`src/verilog/srsm_defines.svh`:
```
// constants for the system reset and supply monitor block
// assumes a 125 MHz sys_clk; included by srsm_pkg and the top module
`ifndef SRSM_DEFINES_SVH
`define SRSM_DEFINES_SVH
`define SRSM_CLK_MHZ        125
`define SRSM_LV_FILTER_US   1000
`define SRSM_LV_FILTER_CYC  (`SRSM_LV_FILTER_US * `SRSM_CLK_MHZ)
`define SRSM_WAIT_MIN       252
`define SRSM_WAIT_MAX       700
`define SRSM_WAIT_CYC       `SRSM_WAIT_MIN
`define SRSM_PC_RST         11'h000
`define SRSM_DP_RST         8'h00
`define SRSM_TMR_RST        10'h000
`define SRSM_HP_FIXED_MASK  8'h0D
`define SRSM_HP_FIXED_VAL   8'h0D
`define SRSM_HP_KEY_LSB     4
`define SRSM_HP_SENSE_BIT   1
`endif

```
`src/verilog/srsm_pkg.sv`:
```
// types shared by the system reset and supply monitor block
`include "srsm_defines.svh"
package srsm_pkg;
	typedef enum logic [3:0]
	{
		SRSM_RESET = 4'b0001,
		SRSM_WAIT  = 4'b0010,
		SRSM_RUN   = 4'b0100,
		SRSM_STOP  = 4'b1000
	} srsm_state_e;

	// fault causes raised by the core, one-cycle pulses
	typedef struct packed
	{
		logic standby_bad;
		logic rotate_zero;
		logic stack_fault;
	} srsm_fault_s;

	// core state forced on reset
	typedef struct packed
	{
		logic [10:0] program_counter;
		logic [7:0]  data_pointer;
		logic [9:0]  timer;
		logic        stack_pointer;
		logic        status_flag;
		logic        carry_flag;
		logic [7:0]  high_port_register;
	} srsm_core_s;

	typedef struct packed
	{
		srsm_state_e state;
		logic [16:0] lv_cnt;
		logic [9:0]  wait_cnt;
		logic        lv_reset;
		logic        sys_reset;
		logic        core_hold;
		logic        osc_enable;
		logic        keep_data;
		logic        standby_seen;
		srsm_core_s  core;
	} srsm_regs_s;
endpackage

```
`src/verilog/srsm_top.sv`:
```
// reset combiner, supply monitor filter, stabilization wait and oscillator gate
// assumes fault pulses and pins synchronous to sys_clk
`include "srsm_defines.svh"
module srsm_top
	import srsm_pkg::*;
#(
	parameter int LV_FILTER_CYC = `SRSM_LV_FILTER_CYC,
	parameter int WAIT_CYC      = `SRSM_WAIT_CYC
)
(
	// clock and reset
	input  wire logic        sys_clk,
	input  wire logic        nrst,
	// supply monitor comparator, high while supply at or below threshold
	input  wire logic        supply_low,
	// fault causes from the core
	input  wire srsm_fault_s fault,
	// standby status and stop request and release from the core
	input  wire logic        standby_active,
	input  wire logic        stop_request,
	input  wire logic        stop_release,
	// pins reflected into the high port register
	input  wire logic [3:0]  key_input,
	input  wire logic        sense_input_2,
	// reset outputs to the core
	output logic             sys_reset,
	output logic             core_hold,
	output logic             keep_data_regs,
	output logic             osc_enable,
	output srsm_core_s       core_init
);
	srsm_regs_s r_r;
	srsm_regs_s r_nxt;

	localparam logic [16:0] LV_LAST   = 17'(LV_FILTER_CYC - 1);
	localparam logic [9:0]  WAIT_LAST = 10'(WAIT_CYC - 1);

	function automatic srsm_core_s core_reset_value(input logic [3:0] keys, input logic sense);
		srsm_core_s c;
		c = '0;
		c.program_counter = `SRSM_PC_RST;
		c.data_pointer    = `SRSM_DP_RST;
		c.timer           = `SRSM_TMR_RST;
		c.stack_pointer   = 1'b0;
		c.status_flag     = 1'b0;
		c.carry_flag      = 1'b0;
		c.high_port_register = `SRSM_HP_FIXED_VAL;
		c.high_port_register[`SRSM_HP_KEY_LSB +: 4] = keys;
		c.high_port_register[`SRSM_HP_SENSE_BIT]    = sense;
		return c;
	endfunction

	logic any_fault;
	assign any_fault = fault.standby_bad | fault.rotate_zero | fault.stack_fault;

	always_comb
	begin
		r_nxt = r_r;
		r_nxt.sys_reset = 1'b0;
		// dips shorter than the filter are ignored, trading latency for noise immunity
		if (!supply_low)
		begin
			r_nxt.lv_cnt   = '0;
			r_nxt.lv_reset = 1'b0;
		end
		else if (r_r.lv_cnt >= LV_LAST)
			r_nxt.lv_reset = 1'b1;
		else
			r_nxt.lv_cnt = r_r.lv_cnt + 17'h0001;
		if (standby_active)
			r_nxt.standby_seen = 1'b1;
		else if (r_r.state == SRSM_RUN)
			r_nxt.standby_seen = 1'b0;
		if (r_nxt.lv_reset || any_fault)
		begin
			r_nxt.sys_reset  = 1'b1;
			r_nxt.core_hold  = 1'b1;
			r_nxt.osc_enable = 1'b0;
			r_nxt.wait_cnt   = '0;
			r_nxt.core       = core_reset_value(key_input, sense_input_2);
			// data registers survive only a supply reset taken in standby
			if (r_r.state != SRSM_RESET)
				r_nxt.keep_data = r_nxt.lv_reset && !any_fault && r_r.standby_seen;
			r_nxt.state = SRSM_RESET;
		end
		else
		begin
			case (r_r.state)
				SRSM_RESET:
				begin
					r_nxt.osc_enable = 1'b1;
					r_nxt.state      = SRSM_WAIT;
				end
				SRSM_WAIT:
				begin
					if (r_r.wait_cnt >= WAIT_LAST)
					begin
						r_nxt.core_hold = 1'b0;
						r_nxt.state     = SRSM_RUN;
					end
					else
						r_nxt.wait_cnt = r_r.wait_cnt + 10'h001;
				end
				SRSM_RUN:
				begin
					if (stop_request)
					begin
						r_nxt.osc_enable = 1'b0;
						r_nxt.core_hold  = 1'b1;
						r_nxt.state      = SRSM_STOP;
					end
				end
				SRSM_STOP:
				begin
					if (stop_release)
					begin
						r_nxt.osc_enable = 1'b1;
						r_nxt.wait_cnt   = '0;
						r_nxt.state      = SRSM_WAIT;
					end
				end
				default:
					r_nxt.state = SRSM_RESET;
			endcase
		end
	end

	always_ff @(posedge sys_clk)
	begin
		if (!nrst)
		begin
			r_r            <= '0;
			r_r.state      <= SRSM_RESET;
			r_r.sys_reset  <= 1'b1;
			r_r.core_hold  <= 1'b1;
			r_r.core.high_port_register <= `SRSM_HP_FIXED_VAL;
		end
		else
			r_r <= r_nxt;
	end

	assign sys_reset      = r_r.sys_reset;
	assign core_hold      = r_r.core_hold;
	assign keep_data_regs = r_r.keep_data;
	assign osc_enable     = r_r.osc_enable;
	assign core_init      = r_r.core;
endmodule

```
`config.mk`:
```
export PLATFORM = sky130hd
export DESIGN_NAME = srsm_top
export DESIGN_NICKNAME = d
export VERILOG_FILES = /design/src/verilog/srsm_pkg.sv /design/src/verilog/srsm_top.sv
export VERILOG_INCLUDE_DIRS = /design/src /design/src/verilog
export SDC_FILE = /design/constraint.sdc
export NUM_CORES = 1
export LEC_CHECK = 0
export BUFFER_PORTS_ARGS = -buffer_cell sky130_fd_sc_hd__buf_2
export CELL_PAD_IN_SITES_DETAIL_PLACEMENT = 1
export CELL_PAD_IN_SITES_GLOBAL_PLACEMENT = 1
export CORE_MARGIN = 4
export CORE_UTILIZATION = 36
export DETAILED_ROUTE_END_ITERATION = 7
export PLACE_DENSITY = 0.75
export SETUP_SLACK_MARGIN = 0.5
export SLEW_MARGIN = 10
export SYNTH_ARGS = -nofsm -noshare
export SYNTH_HDL_FRONTEND = slang
export SYNTH_SLANG_ARGS = --single-unit
export TNS_END_PERCENT = 100
```
`constraint.sdc`:
```
create_clock -name sys_clk -period 1.8 [get_ports sys_clk]
set_input_delay 0.18 -clock sys_clk [delete_from_list [all_inputs] [get_ports sys_clk]]
set_output_delay 0.18 -clock sys_clk [all_outputs]
set_load 0.005 [all_outputs]
```
==> results.md, run 1 <==
* Syn Std Cell Area at 2370 um2
* Number of global-route vias before repair at 1845
* CP Max Fanout at 3
* Worst-margin pin slew at 716 ps
* Critical path launch point type: flop
* DP Worst Slack at 31.3 ps
* Worst path cell trace: or4_4, nor3_4, o211ai_1, or3_1, a21oi_1
* Clk sinks at 42
* Sequential Power Share at 55.4%
* CTS clk-pin slew, worst paths at 80 ps
* Final setup margin at 46.0 ps
* R2R depth at 5
* Synth unique cells at 48
* Crit path DAT at 1960 ps
* Synth area leaders: dfxtp_1, buf_4, xor2_1, nor2_1, o211ai_1
* Outcome: finished clean
* Cells after Synth at 264
* Ys async rst share at 0%
* Hold Buf Count CTS at 0
* Leak at 0.00109 uW
* CORE AREA at 6350 um2
* Final ANT Viol Nets at 0
* Int Pwr at 1310 uW
* Buf/Inv on CP at 0
* CP endpoint kind: flop
* CTS tree: built
* Iteration-0 DRC Markers at 63
* EDFF count, synth at 0
* Initial Utilization at 37.3%
* Inst Count DP at 365
* CTS Buf Count at 5
* Htree depth at 2
* Reg-to-Reg End: r_r[71]$_SDFFE_PN0N_
* RR Startpoint: r_r[64]$_SDFFE_PN0N_
* CP max-delay cell: or4_4
* Clock Tree Root: clkbuf_8
* Vias/cell at 4.86
* Max Fclk at 0.570 GHz
* Yosys warns at 0
* Hold path start: standby_active
* Dominant cell type by area after synthesis: dfxtp_1
* Post-synth top cells: dfxtp_1, buf_4, nor2_1, a21oi_1, xor2_1
* Post-detail-place hpwl at 3.79 mm
* Hold slack final at 97.0 ps
* VDD IR-drop max at 370 uV
* Slew headroom at 52.1%
* Routed WL per cell at 14.0 um
* Unrepaired setup endpoints after global routing: true
* Die area at 7940 um2
* Cell family with most CP delay: simple AND/OR/NAND/NOR gates
* Die W at 89.1 um
* Final WL at 5.32 mm
* Switching Share at 24.5%
* Total power draw at 1730 uW
* Initial antenna violation count at 0
* Final GP Congestion at 0.805
* Post-Layout Cell Count at 380
* Pre-antenna DRT Iters at 4
* Max Slew Vio Count at 0
* Placement Rows at 29
* GR Util All Layers at 13.9%
* Number of synthesized register bits at 42
* Setup Viol. Count Final at 0
* Clk_skew at 12.9 ps
* Syn-to-layout area delta at 14.9%
* First-pass GRT wire length at 8.67 mm
* Final Hold Viols at 0
* Nets at 318
* Avg Cell Area, Syn at 8.97 um2
* GRT overflow at 0
* Max-cap violations at 0
* CP max stage delay at 560 ps
* Crit share post-route at 97.4%
* Max clock buf depth at 2
* R2r setup slk at 50 ps
* Pin count of the biggest net entering global routing at 19
* Worst setup path category: reg2reg
* Drc violations at 0
* Clock network power share at 37.2%
* Most numerous cell in the Yosys netlist: dfxtp_1
* ANT cells at 0
* Ports at 58
* Register area share after synthesis at 35.5%
* I/O Buffers at 22
* Via count at 1848
* Worst Hold End: r_r[40]$_SDFFE_PN0P_
* WP data required at 2010 ps
* Worst-Skew Late Latency at 300 ps
* Layout cells sized above 1 at 28.7%
* Top cell type's share of synthesized area at 35.5%
* Power per cell area at 637 nW/um2
* Die span in y at 89.1 um
* Tmin final at 1750 ps
* Hold Path Cell Cnt at 3
* Crit. Startpoint: r_r[64]$_SDFFE_PN0N_
* Switching power at 424 uW
* Most used DFF post-synth: dfxtp_1
* Combinational share of power at 7.5%
* Hold Crit Class: in2reg
power groups by stage:
stage	logic, uW	clock network, uW	registers (uW)
6_report	129	644	958
2_1_floorplan	142	0	979
3_5_place_dp	124	0	981
3_3_place_gp	122	0	980
4_1_cts	128	673	959
5_1_grt	147	714	961
per-layer routing:
layer  wire length [um]  vias to the layer above  GRT usage (%)
li1                   -                      924              -
met1               2360                      880           17.0
met2               2630                       40           24.0
met3                287                        4           3.41
met4                 51                        0           4.47
met5                  0                        -              0
cells in the final DEF, fill, tap and decap left out, drive strengths merged, types with 3 or more instances in the layout:
master	instances
nor3	10
nand3	3
conb	35
nor4b	3
clkbuf	6
xnor2	6
nand4	5
dfxtp	42
xor2	14
a31oi	4
buf	50
and3	7
o211ai	13
o21ai	12
nand2	9
inv	6
nor2	26
o2111ai	5
a21oi	15
flip-flops by register name (all words and copies together) (netlist names):
name and cells:
r_r 33, core_init 5, core_hold 1, keep_data_regs 1, osc_enable 1, sys_reset 1
worst min-delay path, stage by stage:
cell	delay (ps)
buf_2	80
a21oi_1	30
nor2_1	70
worst max path at each step:
| stage | depth (start not counted) | end | slack, ps |
|---|---|---|---|
| final | 5 | r_r[71]$_SDFFE_PN0N_ | 50 |
| after detailed placement | 7 | core_init[1]$_SDFFE_PN0P_ | 30 |
| after global routing | 5 | r_r[71]$_SDFFE_PN0N_ | -50 |
| after global placement | 6 | keep_data_regs$_SDFFE_PN0P_ | 80 |
| after floorplan | 8 | r_r[73]$_SDFFE_PP1P_ | 90 |
| after CTS | 5 | r_r[71]$_SDFFE_PN0N_ | 60 |
cells by family after synthesis:
| kind of cell | synth area share, % |
|---|---|
| and+or+nand+nor | 19.6 |
| AOI/OAI and AO/OA | 18.9 |
| xor gates and xnor gates | 7.40 |
| muxes | 0.423 |
| buffers and inverters | 16.8 |
| adders and majority gates | 1.06 |
| other | 0.317 |
| DFF | 35.5 |
through the flow:
stage / instance area (um2) / TNS, ps / util [%]
6_report: 2720 / 0 / 42.8
5_1_grt: 2720 / -123 / 42.8
4_1_cts: 2700 / 0 / 42.4
3_5_place_dp: 2500 / 0 / 39.4
3_3_place_gp: 2500 / 0 / 39.4
2_1_floorplan: 2510 / 0 / -
cell type report:
type	instances	area, um2
repair buffers	50	362
inverters	6	22.5
flip-flops and latches	42	850
clock buffers	6	82.6
well taps	77	96.3
multi-input cells	197	1290
fillers	759	3630
clock inverters	2	12.5
what timing repair did:
action / in CTS / in global routing
resized for setup: 12 / 4
endpoints found under the setup margin: 41 / 41
setup buffers: 3 / 2
pin swaps: 4 / 2
endpoints found under the hold margin: 0 / 0
gates cloned: 2 / 0
Power figures use the tool's default switching activity.
==> run 2, diff against run 1 <==
PLACE_DENSITY = 0.78   (was 0.75)
==> run 2 against run 1 <==
  * Final cell count down 0.26%
  * Clock-buffer cell count unchanged
  * Design area grew 2.1%
  * Non-clock buffer count unchanged
  * Sequential share of layout area is 0.41 points lower
  * Hold slack improved by 24 ps
  * Flip-flop and latch count is the same
  * Combinational power about the same
  * Sequential power hardly changed
  * Via count up 1.4%
  * Utilization is 0.89 points higher
  * Critical path depth unchanged
  * Highest routed layer unchanged
==> results.md, run 2 (synthesis results as in run 1) <==
* Outcome: finished clean (unchanged)
* Hold Crit Class: in2reg (unchanged)
* Max reg flops at 33 (unchanged)
* Top reg by flops: r_r (unchanged)
* Sequential Power Share at 51.6% (was 55.4%)
* VDD IR-drop max at 343 uV (was 370 uV)
* Power per cell area at 669 nW/um2 (was 637 nW/um2)
* Worst path cell trace: or4_4, nor3_4, o211ai_1, or3_1, a21oi_1 (unchanged)
* Final GP Congestion at 0.820 (was 0.805)
* Buf/Inv on CP at 0 (unchanged)
* First-pass GRT wire length at 8.83 mm (was 8.67 mm)
* Critical path launch point type: flop (unchanged)
* Nets at 318 (unchanged)
* Fin area at 2780 um2 (was 2720 um2)
* Syn-to-layout area delta at 17.3% (was 14.9%)
* Unrepaired setup endpoints after global routing: true (unchanged)
* Initial Utilization at 37.3% (unchanged)
* Leak at 0.00109 uW (about the same)
* Ports at 58 (unchanged)
* Crit path DAT at 1940 ps (was 1960 ps)
* Initial antenna violation count at 0 (unchanged)
* CP Max Fanout at 3 (unchanged)
* Die span in y at 89.1 um (unchanged)
* Setup Viol. Count Final at 0 (unchanged)
* Switching power at 416 uW (was 424 uW)
* CORE AREA at 6350 um2 (unchanged)
* Number of global-route vias before repair at 1880 (was 1845)
* Routed WL per cell at 14.5 um (was 14.0 um)
* Max clock buf depth at 2 (unchanged)
* Most frequent cells in the layout: conb_1, dfxtp_1, nor2_1, buf_4, buf_2 (was conb_1, dfxtp_1, nor2_1)
* ANT cells at 0 (unchanged)
* Htree depth at 2 (unchanged)
* Max-cap violations at 0 (unchanged)
* Via count at 1873 (was 1848)
* Max Slew Vio Count at 0 (unchanged)
* Clk_skew at 5.48 ps (was 12.9 ps)
* Tmin final at 1740 ps (was 1750 ps)
* Slew headroom at 56.6% (was 52.1%)
* Die area at 7940 um2 (unchanged)
* Int Pwr at 1440 uW (was 1310 uW)
* Most common cell after layout, fill and taps aside: conb_1
* Hold Path Cell Cnt at 3 (unchanged)
* I/O Buffers at 22 (unchanged)
* Final ANT Viol Nets at 0 (unchanged)
* Worst setup path category: reg2reg (unchanged)
* RR Startpoint: r_r[64]$_SDFFE_PN0N_ (unchanged)
* Iteration-0 DRC Markers at 33 (was 63)
* Final Hold Viols at 0 (unchanged)
* Hold Buf Count CTS at 0 (unchanged)
* GRT overflow at 0 (unchanged)
* CP max stage delay at 560 ps (about the same)
* Drc violations at 0 (unchanged)
* CP Capture Point: r_r[71]$_SDFFE_PN0N_ (unchanged)
* Stages on the worst setup path at 5 (unchanged)
* Die W at 89.1 um (unchanged)
* Crit. Startpoint: r_r[64]$_SDFFE_PN0N_ (unchanged)
* Pre-antenna DRT Iters at 4 (unchanged)
* Post-Layout Cell Count at 379 (was 380)
* Crit share post-route at 96.4% (was 97.4%)
* Combinational share of power at 7.1% (was 7.5%)
* R2R depth at 5 (unchanged)
* TNS Setup at 0 ps (unchanged)
* Final WL at 5.48 mm (was 5.32 mm)
* CTS Buf Count at 5 (unchanged)
* Reg-to-Reg End: r_r[71]$_SDFFE_PN0N_ (unchanged)
* Pin count of the biggest net entering global routing at 19 (unchanged)
* CTS tree: built (unchanged)
* Clk sinks at 42 (unchanged)
* WP data required at 2010 ps (about the same)
* CP endpoint kind: flop (unchanged)
* Layout cells sized above 1 at 31.1% (was 28.7%)
* Vias/cell at 4.94 (was 4.86)
* Max Fclk at 0.576 GHz (was 0.570 GHz)
* CTS clk-pin slew, worst paths at 80 ps (about the same)
* Switching Share at 22.4% (was 24.5%)
* CP max-delay cell: or4_4 (unchanged)
* Placement Rows at 29 (unchanged)
* Worst-margin pin slew at 650 ps (was 716 ps)
* Post-detail-place hpwl at 4.03 mm (was 3.79 mm)
* Placed cell area at 2490 um2 (was 2500 um2)
* GR Util All Layers at 14.2% (was 13.9%)
* Clock network power share at 41.3% (was 37.2%)
* Inst Count DP at 364 (was 365)
* Clock Tree Root: clkbuf_8 (unchanged)
* Worst-Skew Late Latency at 290 ps (was 300 ps)
* R2r setup slk at 60 ps (was 50 ps)
* Cell family with most CP delay: simple AND/OR/NAND/NOR gates (unchanged)
## run 2: changes by cell type in the layout (fill, tap and decap cells not counted), sizes merged
| cell | delta |
|---|---|
| bufinv | +1 |
| clkinv | -1 |
| clkinvlp | -1 |
## run 2: worst min path at each step
stage,from,endpoint,slack (ps)
floorplan,standby_active,r_r[40]$_SDFFE_PN0P_,300
global placement,standby_active,r_r[40]$_SDFFE_PN0P_,400
detailed placement,standby_active,r_r[40]$_SDFFE_PN0P_,430
CTS,standby_active,r_r[40]$_SDFFE_PN0P_,120
global route,standby_active,r_r[40]$_SDFFE_PN0P_,140
finish,standby_active,r_r[40]$_SDFFE_PN0P_,120
## run 2: area by class of cell
type / instances / area [um2]
multi-input combinational: 197 / 1350
tap: 77 / 96.3
clock buffer: 6 / 82.6
timing repair buffer: 50 / 340
sequential: 42 / 856
fill: 782 / 3570
clock inverter: 1 / 30.0
inverter: 6 / 22.5
## run 2: what timing repair did
action,CTS,global route
endpoints found under the setup margin,41,41
pin swaps,2,6
gates resized for setup,5,20
setup buffers,5,3
cloned,0,0
## run 2: tightest hold or removal path: stages
cell and delay (ps):
buf_2 80, a21oi_1 40, nor2_1 80
## run 2: power by group through the flow
stage          sequential, uW  clock, uW  combinational [uW]
3_3_place_gp              981          0                 121
2_1_floorplan             979          0                 142
5_1_grt                   962        830                 153
3_5_place_dp              982          0                 126
6_report                  959        767                 132
4_1_cts                   960        790                 128
## run 2: per-stage QoR
stage	utilization, %	hold WS, ps	setup WS, ps	power (uW)
finish	43.7	121	64.6	1860
global route	43.7	142	-54.4	1950
CTS	41.9	118	81.6	1880
detailed placement	39.3	433	49.4	1110
global placement	39.3	395	86.2	1100
floorplan	-	297	91.6	1120
## run 2: per-layer routing
layer / wire length, um / GRT usage [%]
met3: 236 / 3.04
met1: 2340 / 16.9
met5: 0 / 0
met2: 2840 / 25.3
met4: 64 / 4.74
